<file path="config.mk">
export PLATFORM = sky130hd
export DESIGN_NAME = vst_sync_trigger
export DESIGN_NICKNAME = d
export VERILOG_FILES = /design/src/logic/vst_pkg.sv /design/src/logic/vst_sync_trigger.sv
export SDC_FILE = /design/constraint.sdc
export NUM_CORES = 1
export LEC_CHECK = 0
export BUFFER_PORTS_ARGS = -buffer_cell sky130_fd_sc_hd__buf_2
export CAP_MARGIN = 20
export CORE_MARGIN = 4
export CORE_UTILIZATION = 60
export DETAILED_ROUTE_END_ITERATION = 6
export PLACE_DENSITY = 0.79
export SYNTH_ARGS = -nofsm -noshare
export SYNTH_HDL_FRONTEND = slang
export SYNTH_SLANG_ARGS = --single-unit
</file>
<file path="constraint.sdc">
create_clock -name clk_sys -period 9.6 [get_ports clk_sys]
set_input_delay 0.48 -clock clk_sys [delete_from_list [all_inputs] [get_ports clk_sys]]
set_output_delay 0.48 -clock clk_sys [all_outputs]
set_load 0.05 [all_outputs]
</file>
<file path="src/logic/vst_pkg.sv">
// Purpose: shared constants and types for the video sync and trigger block
// Assumes: 100 MHz system clock, 32-bit classic Wishbone register port
// Notes: offsets are byte addresses, one aligned word per register
package vst_pkg;
    // register byte offsets
    localparam logic [7:0] ADDR_CTRL = 8'h00;
    localparam logic [7:0] ADDR_HCOUNT = 8'h04;
    localparam logic [7:0] ADDR_LINES = 8'h08;
    localparam logic [7:0] ADDR_PULSE = 8'h0C;
    localparam logic [7:0] ADDR_CMD = 8'h10;
    localparam logic [7:0] ADDR_STATUS = 8'h14;

    // field widths and positions
    localparam int HCOUNT_W = 11;
    localparam int LINES_W = 10;
    localparam int PULSE_W = 16;
    localparam int PERIOD_W = 16;
    localparam int PIX_W = 8;
    localparam int CTRL_W = 8;
    localparam int CMD_FIRE_BIT = 0;
    localparam int ST_TRIGGER_LINE_BIT = 0;
    localparam int ST_LINE_BIT = 1;
    localparam int ST_FRAME_BIT = 2;
    localparam int ST_RATE_BIT = 3;
    localparam int ST_PERIOD_LSB = 16;

    // reset values and the 525 and 625 line counts
    localparam logic [HCOUNT_W-1:0] HCOUNT_RST = 11'h30C;
    localparam logic [LINES_W-1:0] LINES_RST = 10'h20D;
    localparam logic [PULSE_W-1:0] PULSE_RST = 16'h0001;
    localparam logic [LINES_W-1:0] LINES_525 = 10'h20D;
    localparam logic [LINES_W-1:0] LINES_625 = 10'h271;

    // timing, in printed units, and derived cycle counts
    localparam int CLK_KHZ = 100000;
    localparam int MIN_PULSE_NS = 50;
    localparam int LINE_MIN_NS = 40000;
    localparam int VSYNC_MIN_NS = 10000;
    localparam int PIX_MIN_HZ10 = 1166;
    localparam int PIX_MAX_MHZ = 31;
    localparam int MIN_PULSE_CYC = (MIN_PULSE_NS * CLK_KHZ + 999999) / 1000000;
    // the product overflows a 32-bit int, so this one is reckoned in 64 bits
    localparam int LINE_MIN_CYC = int'((longint'(LINE_MIN_NS) * CLK_KHZ + 999999) / 1000000);
    localparam int VSYNC_MIN_CYC = (VSYNC_MIN_NS * CLK_KHZ + 999999) / 1000000;

    // trigger output sources
    typedef enum logic [1:0]
    {
        TSRC_LEVEL = 2'b00,
        TSRC_COMPOSITE_SYNC = 2'b01,
        TSRC_VSYNC = 2'b10,
        TSRC_PULSE = 2'b11
    } vst_tsrc_t;

    // control register layout, bit 0 at the bottom
    typedef struct packed
    {
        logic trigLevel;
        vst_tsrc_t trigSrc;
        logic trigRise;
        logic trigDirOut;
        logic csyncRise;
        logic csyncDirOut;
        logic extMode;
    } vst_ctrl_t;

    localparam vst_ctrl_t CTRL_RST = '0;
endpackage

</file>
<file path="src/logic/vst_sync_trigger.sv">
// Purpose: sync separation, genlocked pixel strobe and trigger line control
// Assumes: sync tip comparator and 8-bit ADC samples arrive on asynchronous pins
// Notes: pin output enables are active low; all outputs come from flip-flops
// Function
// - standard mode: sync from video yields composite, line, field sync and pixel clock
// - external mode: line, field sync and pixel clock come from external composite sync
// - composite sync pin direction set by a software control bit
// - standard mode may drive internal composite sync out on its pin
// - composite sync input polarity selects rising or falling edge as sync
// - trigger pin is an acquisition start input or an output
// - trigger input detects rising or falling edge as programmed
// - trigger output level set directly by software
// - trigger output may carry internal sync events or a programmed-width pulse
// - pixels delivered as unsigned 8-bit gray values
// - pixel clock rate settable from 11.66 MHz to 31 MHz
// - locks to interlaced 25/30 and progressive 25/30/50/60 frame rates
// - pixel clock rate follows programmed pixels per line
// - line count register switches between 525 and 625 lines
//
// Implementation choices: the register offsets and the Wishbone register port.
`timescale 1ns/1ps
module vst_sync_trigger
    import vst_pkg::*;
#(
    parameter logic [HCOUNT_W-1:0] HCOUNT_DEFAULT = HCOUNT_RST,
    parameter logic [LINES_W-1:0] LINES_DEFAULT = LINES_RST
)
(
    // clock and reset
    input wire logic clk_sys,
    input wire logic rstn,
    // wishbone slave
    input wire logic wb_cyc_i,
    input wire logic wb_stb_i,
    input wire logic wb_we_i,
    input wire logic [7:0] wb_adr_i,
    input wire logic [3:0] wb_sel_i,
    input wire logic [31:0] wb_dat_i,
    output logic [31:0] wb_dat_o,
    output logic wb_ack_o,
    // video front end
    input wire logic videoSyncTip,
    input wire logic [PIX_W-1:0] adcSample,
    // composite sync pin
    input wire logic compSyncIn,
    output logic compSyncOut,
    output logic compSyncOen,
    // trigger pin
    input wire logic trigIn,
    output logic trigOut,
    output logic trigOen,
    // capture side
    output logic [PIX_W-1:0] pixData,
    output logic pixValid,
    output logic hsyncPulse,
    output logic vsyncPulse,
    output logic acqStart
);
    vst_ctrl_t ctrl_reg;
    logic [HCOUNT_W-1:0] hCount_reg;
    logic [LINES_W-1:0] lineCount_reg;
    logic [PULSE_W-1:0] pulseWidth_reg;
    logic trigSeen_reg;
    logic lineLocked_reg;
    logic frameLocked_reg;
    logic rateOk_reg;
    logic [2:0] tipSync;
    logic [2:0] csSync;
    logic [2:0] trSync;
    logic [PIX_W-1:0] pixSync1;
    logic [PIX_W-1:0] pixSync2;
    logic syncLevel;
    logic syncPrev_reg;
    logic syncLead;
    logic [PERIOD_W-1:0] lineTimer_reg;
    logic [PERIOD_W-1:0] linePeriod_reg;
    logic [PERIOD_W-1:0] syncWidth_reg;
    logic lineEdge;
    logic inVsync_reg;
    logic [LINES_W:0] linesInField_reg;
    logic [PERIOD_W:0] pixAcc_reg;
    logic [PERIOD_W:0] pixAcc_next;
    logic [7:0] trStable_reg;
    logic trFiltered_reg;
    logic trPrev_reg;
    logic trigEdge;
    logic [PULSE_W-1:0] pulseLeft_reg;
    logic wbReq;
    logic wbWrite;
    logic [31:0] statusWord;
    logic [LINES_W-1:0] halfLines;

    // byte-lane merge so partial writes leave the other lanes alone
    function automatic logic [31:0] mergeSel(input logic [31:0] old, input logic [31:0] din,
                                             input logic [3:0] sel);
        logic [31:0] res;
        res = old;
        for (int b = 0; b < 4; b++)
        begin
            if (sel[b])
            begin
                res[b*8 +: 8] = din[b*8 +: 8];
            end
        end
        return res;
    endfunction

    assign wbReq = wb_cyc_i && wb_stb_i && !wb_ack_o;
    assign wbWrite = wbReq && wb_we_i;

    // pin synchronisers: the first stage feeds only the second
    always_ff @(posedge clk_sys or negedge rstn)
    begin
        if (!rstn)
        begin
            tipSync <= 3'h0;
            csSync <= 3'h0;
            trSync <= 3'h0;
            pixSync1 <= 8'h00;
            pixSync2 <= 8'h00;
        end
        else
        begin
            tipSync <= {tipSync[1:0], videoSyncTip};
            csSync <= {csSync[1:0], compSyncIn};
            trSync <= {trSync[1:0], trigIn};
            pixSync1 <= adcSample;
            pixSync2 <= pixSync1;
        end
    end

    // sync source: own separator or external pin with chosen polarity
    always_comb
    begin
        if (ctrl_reg.extMode)
        begin
            syncLevel = ctrl_reg.csyncRise ? csSync[1] : !csSync[1];
        end
        else
        begin
            syncLevel = tipSync[1];
        end
    end

    assign syncLead = syncLevel && !syncPrev_reg;
    // half-line equalising pulses are ignored by the minimum line length
    assign lineEdge = syncLead && (lineTimer_reg >= PERIOD_W'(LINE_MIN_CYC));

    // line timing: period between accepted leading edges, sync width
    always_ff @(posedge clk_sys or negedge rstn)
    begin
        if (!rstn)
        begin
            syncPrev_reg <= 1'b0;
            lineTimer_reg <= 16'h0000;
            linePeriod_reg <= 16'h0000;
            syncWidth_reg <= 16'h0000;
        end
        else
        begin
            syncPrev_reg <= syncLevel;
            if (lineEdge)
            begin
                linePeriod_reg <= lineTimer_reg;
                lineTimer_reg <= 16'h0001;
            end
            else if (lineTimer_reg != 16'hFFFF)
            begin
                lineTimer_reg <= lineTimer_reg + 16'h0001;
            end
            if (!syncLevel)
            begin
                syncWidth_reg <= 16'h0000;
            end
            else if (syncWidth_reg != 16'hFFFF)
            begin
                syncWidth_reg <= syncWidth_reg + 16'h0001;
            end
        end
    end

    // broad sync pulses mark the field; one field pulse per interval
    always_ff @(posedge clk_sys or negedge rstn)
    begin
        if (!rstn)
        begin
            inVsync_reg <= 1'b0;
            vsyncPulse <= 1'b0;
            hsyncPulse <= 1'b0;
            linesInField_reg <= 11'h000;
        end
        else
        begin
            hsyncPulse <= lineEdge;
            vsyncPulse <= 1'b0;
            if (syncWidth_reg == PERIOD_W'(VSYNC_MIN_CYC) && !inVsync_reg)
            begin
                inVsync_reg <= 1'b1;
                vsyncPulse <= 1'b1;
                linesInField_reg <= 11'h000;
            end
            else if (lineEdge)
            begin
                if (syncWidth_reg < PERIOD_W'(VSYNC_MIN_CYC))
                begin
                    inVsync_reg <= 1'b0;
                end
                linesInField_reg <= linesInField_reg + 11'h001;
            end
        end
    end

    // lock checks: interlaced fields hold half a frame, progressive all of it
    assign halfLines = lineCount_reg >> 1;
    always_ff @(posedge clk_sys or negedge rstn)
    begin
        if (!rstn)
        begin
            frameLocked_reg <= 1'b0;
            lineLocked_reg <= 1'b0;
            rateOk_reg <= 1'b0;
        end
        else
        begin
            lineLocked_reg <= lineEdge ? 1'b1 : (lineTimer_reg == 16'hFFFF ? 1'b0 : lineLocked_reg);
            // judged on the field's count before the field pulse clears it
            if (syncWidth_reg == PERIOD_W'(VSYNC_MIN_CYC) && !inVsync_reg)
            begin
                frameLocked_reg <= (linesInField_reg == {1'b0, halfLines})
                    || (linesInField_reg == {1'b0, halfLines} + 11'h001)
                    || (linesInField_reg == {1'b0, lineCount_reg});
            end
            // pixel rate = hCount * clock / period, checked against its range
            rateOk_reg <= (48'(hCount_reg) * 48'(CLK_KHZ / 10) >= 48'(linePeriod_reg)
                * 48'(PIX_MIN_HZ10)) && (48'(hCount_reg) * 48'(CLK_KHZ / 1000)
                <= 48'(linePeriod_reg) * 48'(PIX_MAX_MHZ));
        end
    end

    // genlocked pixel strobe: hCount strobes spread evenly over one line
    always_comb
    begin
        pixAcc_next = pixAcc_reg + 17'(hCount_reg);
    end

    always_ff @(posedge clk_sys or negedge rstn)
    begin
        if (!rstn)
        begin
            pixAcc_reg <= 17'h00000;
            pixValid <= 1'b0;
            pixData <= 8'h00;
        end
        else
        begin
            pixValid <= 1'b0;
            if (lineEdge)
            begin
                pixAcc_reg <= 17'h00000; // phase realigned each line
            end
            else if (lineLocked_reg && linePeriod_reg != 16'h0000
                     && pixAcc_next >= {1'b0, linePeriod_reg})
            begin
                pixAcc_reg <= pixAcc_next - {1'b0, linePeriod_reg};
                pixValid <= 1'b1;
                pixData <= pixSync2;
            end
            else if (lineLocked_reg)
            begin
                pixAcc_reg <= pixAcc_next;
            end
        end
    end

    // trigger input: level must stand the minimum width before it counts
    always_ff @(posedge clk_sys or negedge rstn)
    begin
        if (!rstn)
        begin
            trStable_reg <= 8'h00;
            trFiltered_reg <= 1'b0;
            trPrev_reg <= 1'b0;
        end
        else
        begin
            trPrev_reg <= trFiltered_reg;
            if (trSync[2] == trSync[1])
            begin
                if (trStable_reg == 8'(MIN_PULSE_CYC - 1))
                begin
                    trFiltered_reg <= trSync[1];
                end
                else
                begin
                    trStable_reg <= trStable_reg + 8'h01;
                end
            end
            else
            begin
                trStable_reg <= 8'h00;
            end
        end
    end

    assign trigEdge = !ctrl_reg.trigDirOut && (ctrl_reg.trigRise
        ? (trFiltered_reg && !trPrev_reg) : (!trFiltered_reg && trPrev_reg));

    // acquisition start pulse and sticky seen flag; set beats clear
    always_ff @(posedge clk_sys or negedge rstn)
    begin
        if (!rstn)
        begin
            acqStart <= 1'b0;
            trigSeen_reg <= 1'b0;
        end
        else
        begin
            acqStart <= trigEdge;
            if (trigEdge)
            begin
                trigSeen_reg <= 1'b1;
            end
            else if (wbWrite && wb_adr_i == ADDR_STATUS && wb_sel_i[0]
                     && wb_dat_i[ST_TRIGGER_LINE_BIT])
            begin
                trigSeen_reg <= 1'b0;
            end
        end
    end

    // programmed pulse: a fire command loads the width counter
    always_ff @(posedge clk_sys or negedge rstn)
    begin
        if (!rstn)
        begin
            pulseLeft_reg <= 16'h0000;
        end
        else if (wbWrite && wb_adr_i == ADDR_CMD && wb_sel_i[0] && wb_dat_i[CMD_FIRE_BIT])
        begin
            pulseLeft_reg <= pulseWidth_reg;
        end
        else if (pulseLeft_reg != 16'h0000)
        begin
            pulseLeft_reg <= pulseLeft_reg - 16'h0001;
        end
    end

    // pin drivers; enables low while driving, released at reset
    always_ff @(posedge clk_sys or negedge rstn)
    begin
        if (!rstn)
        begin
            compSyncOut <= 1'b0;
            compSyncOen <= 1'b1;
            trigOut <= 1'b0;
            trigOen <= 1'b1;
        end
        else
        begin
            // external mode needs the pin as input, so it never drives there
            compSyncOen <= !(ctrl_reg.csyncDirOut && !ctrl_reg.extMode);
            compSyncOut <= tipSync[1];
            trigOen <= !ctrl_reg.trigDirOut;
            case (ctrl_reg.trigSrc)
                TSRC_LEVEL: trigOut <= ctrl_reg.trigLevel;
                TSRC_COMPOSITE_SYNC: trigOut <= syncLevel;
                TSRC_VSYNC: trigOut <= inVsync_reg;
                default: trigOut <= (pulseLeft_reg != 16'h0000);
            endcase
        end
    end

    // register writes
    always_ff @(posedge clk_sys or negedge rstn)
    begin
        if (!rstn)
        begin
            ctrl_reg <= CTRL_RST;
            hCount_reg <= HCOUNT_DEFAULT;
            lineCount_reg <= LINES_DEFAULT;
            pulseWidth_reg <= PULSE_RST;
        end
        else if (wbWrite)
        begin
            if (wb_adr_i == ADDR_CTRL)
            begin
                ctrl_reg <= vst_ctrl_t'(CTRL_W'(mergeSel(32'(ctrl_reg), wb_dat_i, wb_sel_i)));
            end
            else if (wb_adr_i == ADDR_HCOUNT)
            begin
                hCount_reg <= HCOUNT_W'(mergeSel(32'(hCount_reg), wb_dat_i, wb_sel_i));
            end
            else if (wb_adr_i == ADDR_LINES)
            begin
                lineCount_reg <= LINES_W'(mergeSel(32'(lineCount_reg), wb_dat_i, wb_sel_i));
            end
            else if (wb_adr_i == ADDR_PULSE)
            begin
                pulseWidth_reg <= PULSE_W'(mergeSel(32'(pulseWidth_reg), wb_dat_i, wb_sel_i));
            end
        end
    end

    assign statusWord = {linePeriod_reg, 12'h000, rateOk_reg, frameLocked_reg,
                         lineLocked_reg, trigSeen_reg};

    // one-wait-state answer; unmapped addresses read zero, writes dropped
    always_ff @(posedge clk_sys or negedge rstn)
    begin
        if (!rstn)
        begin
            wb_ack_o <= 1'b0;
            wb_dat_o <= 32'h00000000;
        end
        else
        begin
            wb_ack_o <= wbReq;
            if (!wbReq || wb_we_i)
            begin
                wb_dat_o <= 32'h00000000;
            end
            else if (wb_adr_i == ADDR_CTRL)
            begin
                wb_dat_o <= 32'(ctrl_reg);
            end
            else if (wb_adr_i == ADDR_HCOUNT)
            begin
                wb_dat_o <= 32'(hCount_reg);
            end
            else if (wb_adr_i == ADDR_LINES)
            begin
                wb_dat_o <= 32'(lineCount_reg);
            end
            else if (wb_adr_i == ADDR_PULSE)
            begin
                wb_dat_o <= 32'(pulseWidth_reg);
            end
            else if (wb_adr_i == ADDR_STATUS)
            begin
                wb_dat_o <= statusWord;
            end
            else
            begin
                wb_dat_o <= 32'h00000000;
            end
        end
    end
endmodule

</file>
======== After elaboration in Yosys (flattened, before gate mapping) ========
Index checks and enable logic that the tools add are counted.
storage, ports and cells
  input bits .............................. 60
  output and inout bits ................... 49
  bits in registers ....................... 225
cells by class
  bitwise gates (word level) .............. 4
  reduce and logical (&&, ||, !) cells .... 53
  order comparisons ....................... 5
  eq/ne operators ......................... 18
  $mul .................................... 4
  $add $sub $neg .......................... 8
  muxes and demuxes ....................... 33
operator list
  kind                                                                      number
  32-bit two-way mux                                                        6
  16-bit two-way mux                                                        6
  17-bit two-way mux                                                        3
  16-bit by 1-bit adder with 16-bit output (second input constant)          2
  16-bit != test (second input constant)                                    2
  16-bit nonzero test                                                       2
  25-bit by 27-bit >= comparator with 1-bit output                          1
  16-bit by 10-bit multiplier with 26-bit output (second input constant)    1
  11-bit by 10-bit == test with 1-bit output                                2
  11-bit two-way mux                                                        2
  18-bit by 21-bit <= comparator with 1-bit output                          1
  11-bit by 10-bit multiplier with 21-bit output (second input constant)    1
  16-bit by 5-bit multiplier with 21-bit output (second input constant)     1
  1-bit logical AND                                                         19
  17-bit by 11-bit adder with 17-bit output                                 1
  17-bit by 16-bit >= comparator with 1-bit output                          1
  17-bit by 16-bit subtractor with 17-bit output                            1
  16-bit by 10-bit == test with 1-bit output (second input constant)        1
  16-bit == test (second input constant)                                    1
  8-bit by 3-bit == test with 1-bit output (second input constant)          2
  8-bit by 4-bit == test with 1-bit output (second input constant)          2
  8-bit by 5-bit == test with 1-bit output (second input constant)          2
  16-bit by 12-bit >= comparator with 1-bit output (second input constant)  1
  16-bit by 10-bit < comparator with 1-bit output (second input constant)   1
  other kinds (26)                                                          63

======== Depth between registers and ports, before layout ========
  depth in word-level cells ............... 8
  depth in mapped cells ................... 27
  mapped depth without buffers ............ 27

======== Worst setup path after synthesis ========
No wires, ideal clock.
  kind .................................... reg2reg
  start ................................... reg linePeriod_reg[8]
  end ..................................... reg rateOk_reg
  clock period less this slack ............ 6.238 ns
  arrival time ............................ 6.119 ns
  stages on the path, launching flop included .. 26
  slack ................................... 3.362 ns
  path buffers ............................ 0
  library setup time ...................... 0.120 ns
  path through ............................ dfrtp_1 > inv_1 > ha_1 > ha_1 > inv_1 > fa_1 > inv_1 > fa_1 > fa_1 > ha_1 > a21o_1 > a21oi_1 > nor3b_1 > a31oi_1 > o31a_1 > a21o_1 > and2_1 > o31ai_1 > ha_1 > a21o_1 > a21o_1 > a2111oi_0 > nand2b_1 > o21ai_0 > a31oi_1 > and3_1
between the ends
  longest elaborated chain between the ends .. 3
  elaborated cells between the ends (all ways) .. 5
  classes of those cells .................. mul (2); order compare (2); reduce/logical (1)
ends and longest elaborated chain
  what                                                                                                                         line                                              source
  start, declared                                                                                                              vst_sync_trigger.sv:76                            logic [PERIOD_W-1:0] linePeriod_reg;
  start signal, assigned                                                                                                       vst_sync_trigger.sv:164                           linePeriod_reg <= lineTimer_reg;
  16-bit by 10-bit multiplier with 26-bit output / 16-bit by 5-bit multiplier with 21-bit output (equally long branches)       vst_sync_trigger.sv:235, vst_sync_trigger.sv:236
  25-bit by 27-bit >= comparator with 1-bit output / 18-bit by 21-bit <= comparator with 1-bit output (equally long branches)  vst_sync_trigger.sv:234, vst_sync_trigger.sv:236
  1-bit logical AND *                                                                                                          vst_sync_trigger.sv:235                           * 48'(PIX_MIN_HZ10)) && (48'(hCount_reg) * 48'(CLK_KHZ / 1000)
  end signal, assigned                                                                                                         vst_sync_trigger.sv:234                           rateOk_reg <= (48'(hCount_reg) * 48'(CLK_KHZ / 10) >= 48'(linePeriod_reg)
  end, declared                                                                                                                vst_sync_trigger.sv:66                            logic rateOk_reg;
Mark *: on every way between the ends. The rest lies on a longest branch, timed or not.
A chain may end at the register's enable or synchronous reset.

======== Final worst setup path ========
Ends and elaborated chain as after synthesis.

==> results.ini <==
[critical_path]
startpoint=linePeriod_reg[8]
reg2reg_from=linePeriod_reg[8]
slowest_delay_ns=0.77
worstSetupPathType=reg2reg
critPathCaptureType=flip-flop
cp.required_ns=10.00
cp_num_buf_inv=3
crit_path_start_kind=flip-flop
crit_fanout=10
crit_arrival_ns=7.66
cp_slowest_cell=dfrtp_1
cp_top_family=adder cells

[clock_network]
cts.reportedPaths.clkPinSlew_ns=0.07
cts_buffers=23
cts.sinks=225
htree_num_levels=1
cts_setup_buffers=0
cts-root-buf=clkbuf_16
cts.path.max_buffers=3
cts_resized=0
clk_latency_ns=0.53
cts_tree=built

[logic_synthesis]
ys_seq_area_share_pct=29.4
yosysMostFrequentCell=ha_1
yosys.area.top_type=dfrtp_1
synth_enable_flop_cells=0
synth_commonest_cells=290 x ha_1, 214 x dfrtp_1, 191 x inv_1
synth_cell_type_count=83
netlist.area_leader.share_pct=27.9
syn_avg_cell_area_sq_um=9.86
syn_nets=2399
async_flop_share_pct=100
synth_warnings=0
synth_area_leaders=dfrtp_1 28%, ha_1 19%, fa_1 11%, xnor2_1 3.9%, inv_1 3.7%
synthCells=1948
ys.flop_type=dfrtp_1
synth_seq_cells=225
synth_area_sq_um=19200

[detailed_routing]
first_iter_violations=1182
postRouteAntennaNets=0
dr.pass1.iters=5
drc=0
post_drt_wl_per_cell_um=18.5
route.vias.total=14900
routed_wl_um=45300
routed_via_density=6.06

[pwr]
power_density_nw_per_um2=99.6
ir_worst_vdd_v=0.000137
p_leak_nw=11.2
totalPowerFinal_mw=2.08

[place]
placedCellCount=2408
place.gp.congestion=0.948
dpl.hpwl_um=34200
numPortBuffers=90

[final_layout]
largest_register_ffs=32
drive_above_1_share_pct=11.0
fill_cells=2424
multi_input_area_sq_um=12700
instances_no_fill=2454
area_growth_pct=8.74
nNetsFinal=2485
regArea_sq_um=5640

[flow_run]
cap_violations=0

[global_routing]
antenna_found_initial=1
track_usage_pct=25.6
first_global_vias=15100
overflow=0
grt_pass1_wl_um=75500
grt_max_degree=93

[sta]
rsz0062_at_grt=false
setup_viol=0
timing.final.crit_share_pct=75.6
slew_viol_final=0
fmax_mhz=138
finalSetupTns_ns=0
report.final.hold_viol_count=0
worstMarginPinSlew_ns=0.935
finalCriticalPeriod_ns=7.26
slew-limit-headroom_pct=36.4
fin_skew_ns=0.0188

[worst_hold_path]
hold_path.class=in2reg
hp-start=adcSample[1]

[run_status]
outcome=complete, no violations

[floorplan]
core-area_sq_um=31600
io_pins=109
die_height_um=187
num_rows=65
dieArea_sq_um=35000
initial_core_util_pct=60.9
die_w_um=187

routing by layer:
layer / up-vias / part of all wire [%] / global-route usage, %
met3: 103 / 6.2 / 4.07
met5: - / 0 / 0
met4: 0 / 2.4 / 6.06
li1: 7008 / - / -
met2: 519 / 47 / 42.9
met1: 7233 / 44 / 35.3
cells in the final DEF, fill, tap and decap left out, types with 7 or more instances in the layout:
cell,n
and2_1,11
dfstp_2,11
ha_1,290
inv_1,191
nor4_1,12
a31oi_1,13
nor2b_1,27
nand3_1,45
a21o_1,35
o31ai_1,12
a211oi_1,7
buf_4,9
nor3_1,38
mux2_4,8
nor3b_1,7
o21a_1,18
dfrtp_1,214
or2_2,9
clkbuf_8,7
nand2_1,112
xnor2_1,85
fa_1,101
a221oi_1,7
or3_1,20
and3_1,37
o21ai_0,91
nand4_1,28
mux2_2,46
clkbuf_16,23
xor2_1,64
nor2_1,120
a21oi_1,108
nand2b_1,19
o21ai_1,9
mux2i_1,12
buf_2,89
o22ai_1,10
cell families after synthesis:
| family | share of synthesized area (%) |
|---|---|
| AO/OA/AOI/OAI | 12.2 |
| flip-flops | 29.4 |
| AND/OR/NAND/NOR | 13.3 |
| buffers and inverters | 4.63 |
| adder cells (fa/ha/maj) | 29.4 |
| XOR/XNOR | 6.88 |
| multiplexers | 4.13 |
final cells by class:
cell class / instances / area share, %
Inverter: 193 / 3.47
Clock inverter: 8 / 0.533
Timing Repair Buffer: 101 / 2.64
Sequential cell: 225 / 27.0
Antenna cell: 1 / 0.0120
Multi-Input combinational cell: 1490 / 60.7
Clock buffer: 34 / 3.24
Tap cell: 402 / 2.41
per-stage QoR:
step | setup slack (ns) | hold slack [ns] | cell area, sq um | utilization [%]
final | 2.34 | 0.0565 | 20900 | 66.2
after global routing | 1.99 | 0.0480 | 20900 | 66.2
after CTS | 2.37 | 0.0460 | 20900 | 66.1
after detailed placement | 2.38 | 0.335 | 20100 | 63.6
after global placement | 2.53 | 0.332 | 20100 | 63.6
after floorplan | 3.36 | 0.184 | 19200 | -
worst reg2reg max path: cells and delay by family, from the launching register on:
kind	cells	cell delay (ns)
DFF	1	0.77
AOI/OAI and AO/OA	11	2.56
adders and majority gates	7	2.69
buffers and inverters	3	0.41
and+or+nand+nor	4	0.71
timing repair:
| action | CTS | global route |
|---|---|---|
| endpoints found under the setup margin | 0 | 0 |
| hold buffers | 1 | 0 |
| hold endpoints to repair | 77 | 0 |
worst paths after layout:
path / endpoint / slack, ns / cells past startpoint
setup reg to reg: rateOk_reg / 2.34 / 25
hold reg to reg: tipSync[1] / 0.35 / 0
max in group asynchronous: wb_dat_o[23] / 7.66 / 3
min in group asynchronous: pixData[2] / 0.53 / 2
hold / removal: pixSync1[1] / 0.06 / 1
setup / recovery: rateOk_reg / 2.34 / 25
report_power, final:
| group | total [mW] | internal (mW) | switching [mW] | leakage [nW] |
|---|---|---|---|---|
| sequential | 1.01 | 0.978 | 0.0314 | 2.96 |
| clock | 0.932 | 0.547 | 0.384 | 0.387 |
| combinational | 0.140 | 0.0558 | 0.0845 | 7.83 |
(Power assumes the default switching activity.)
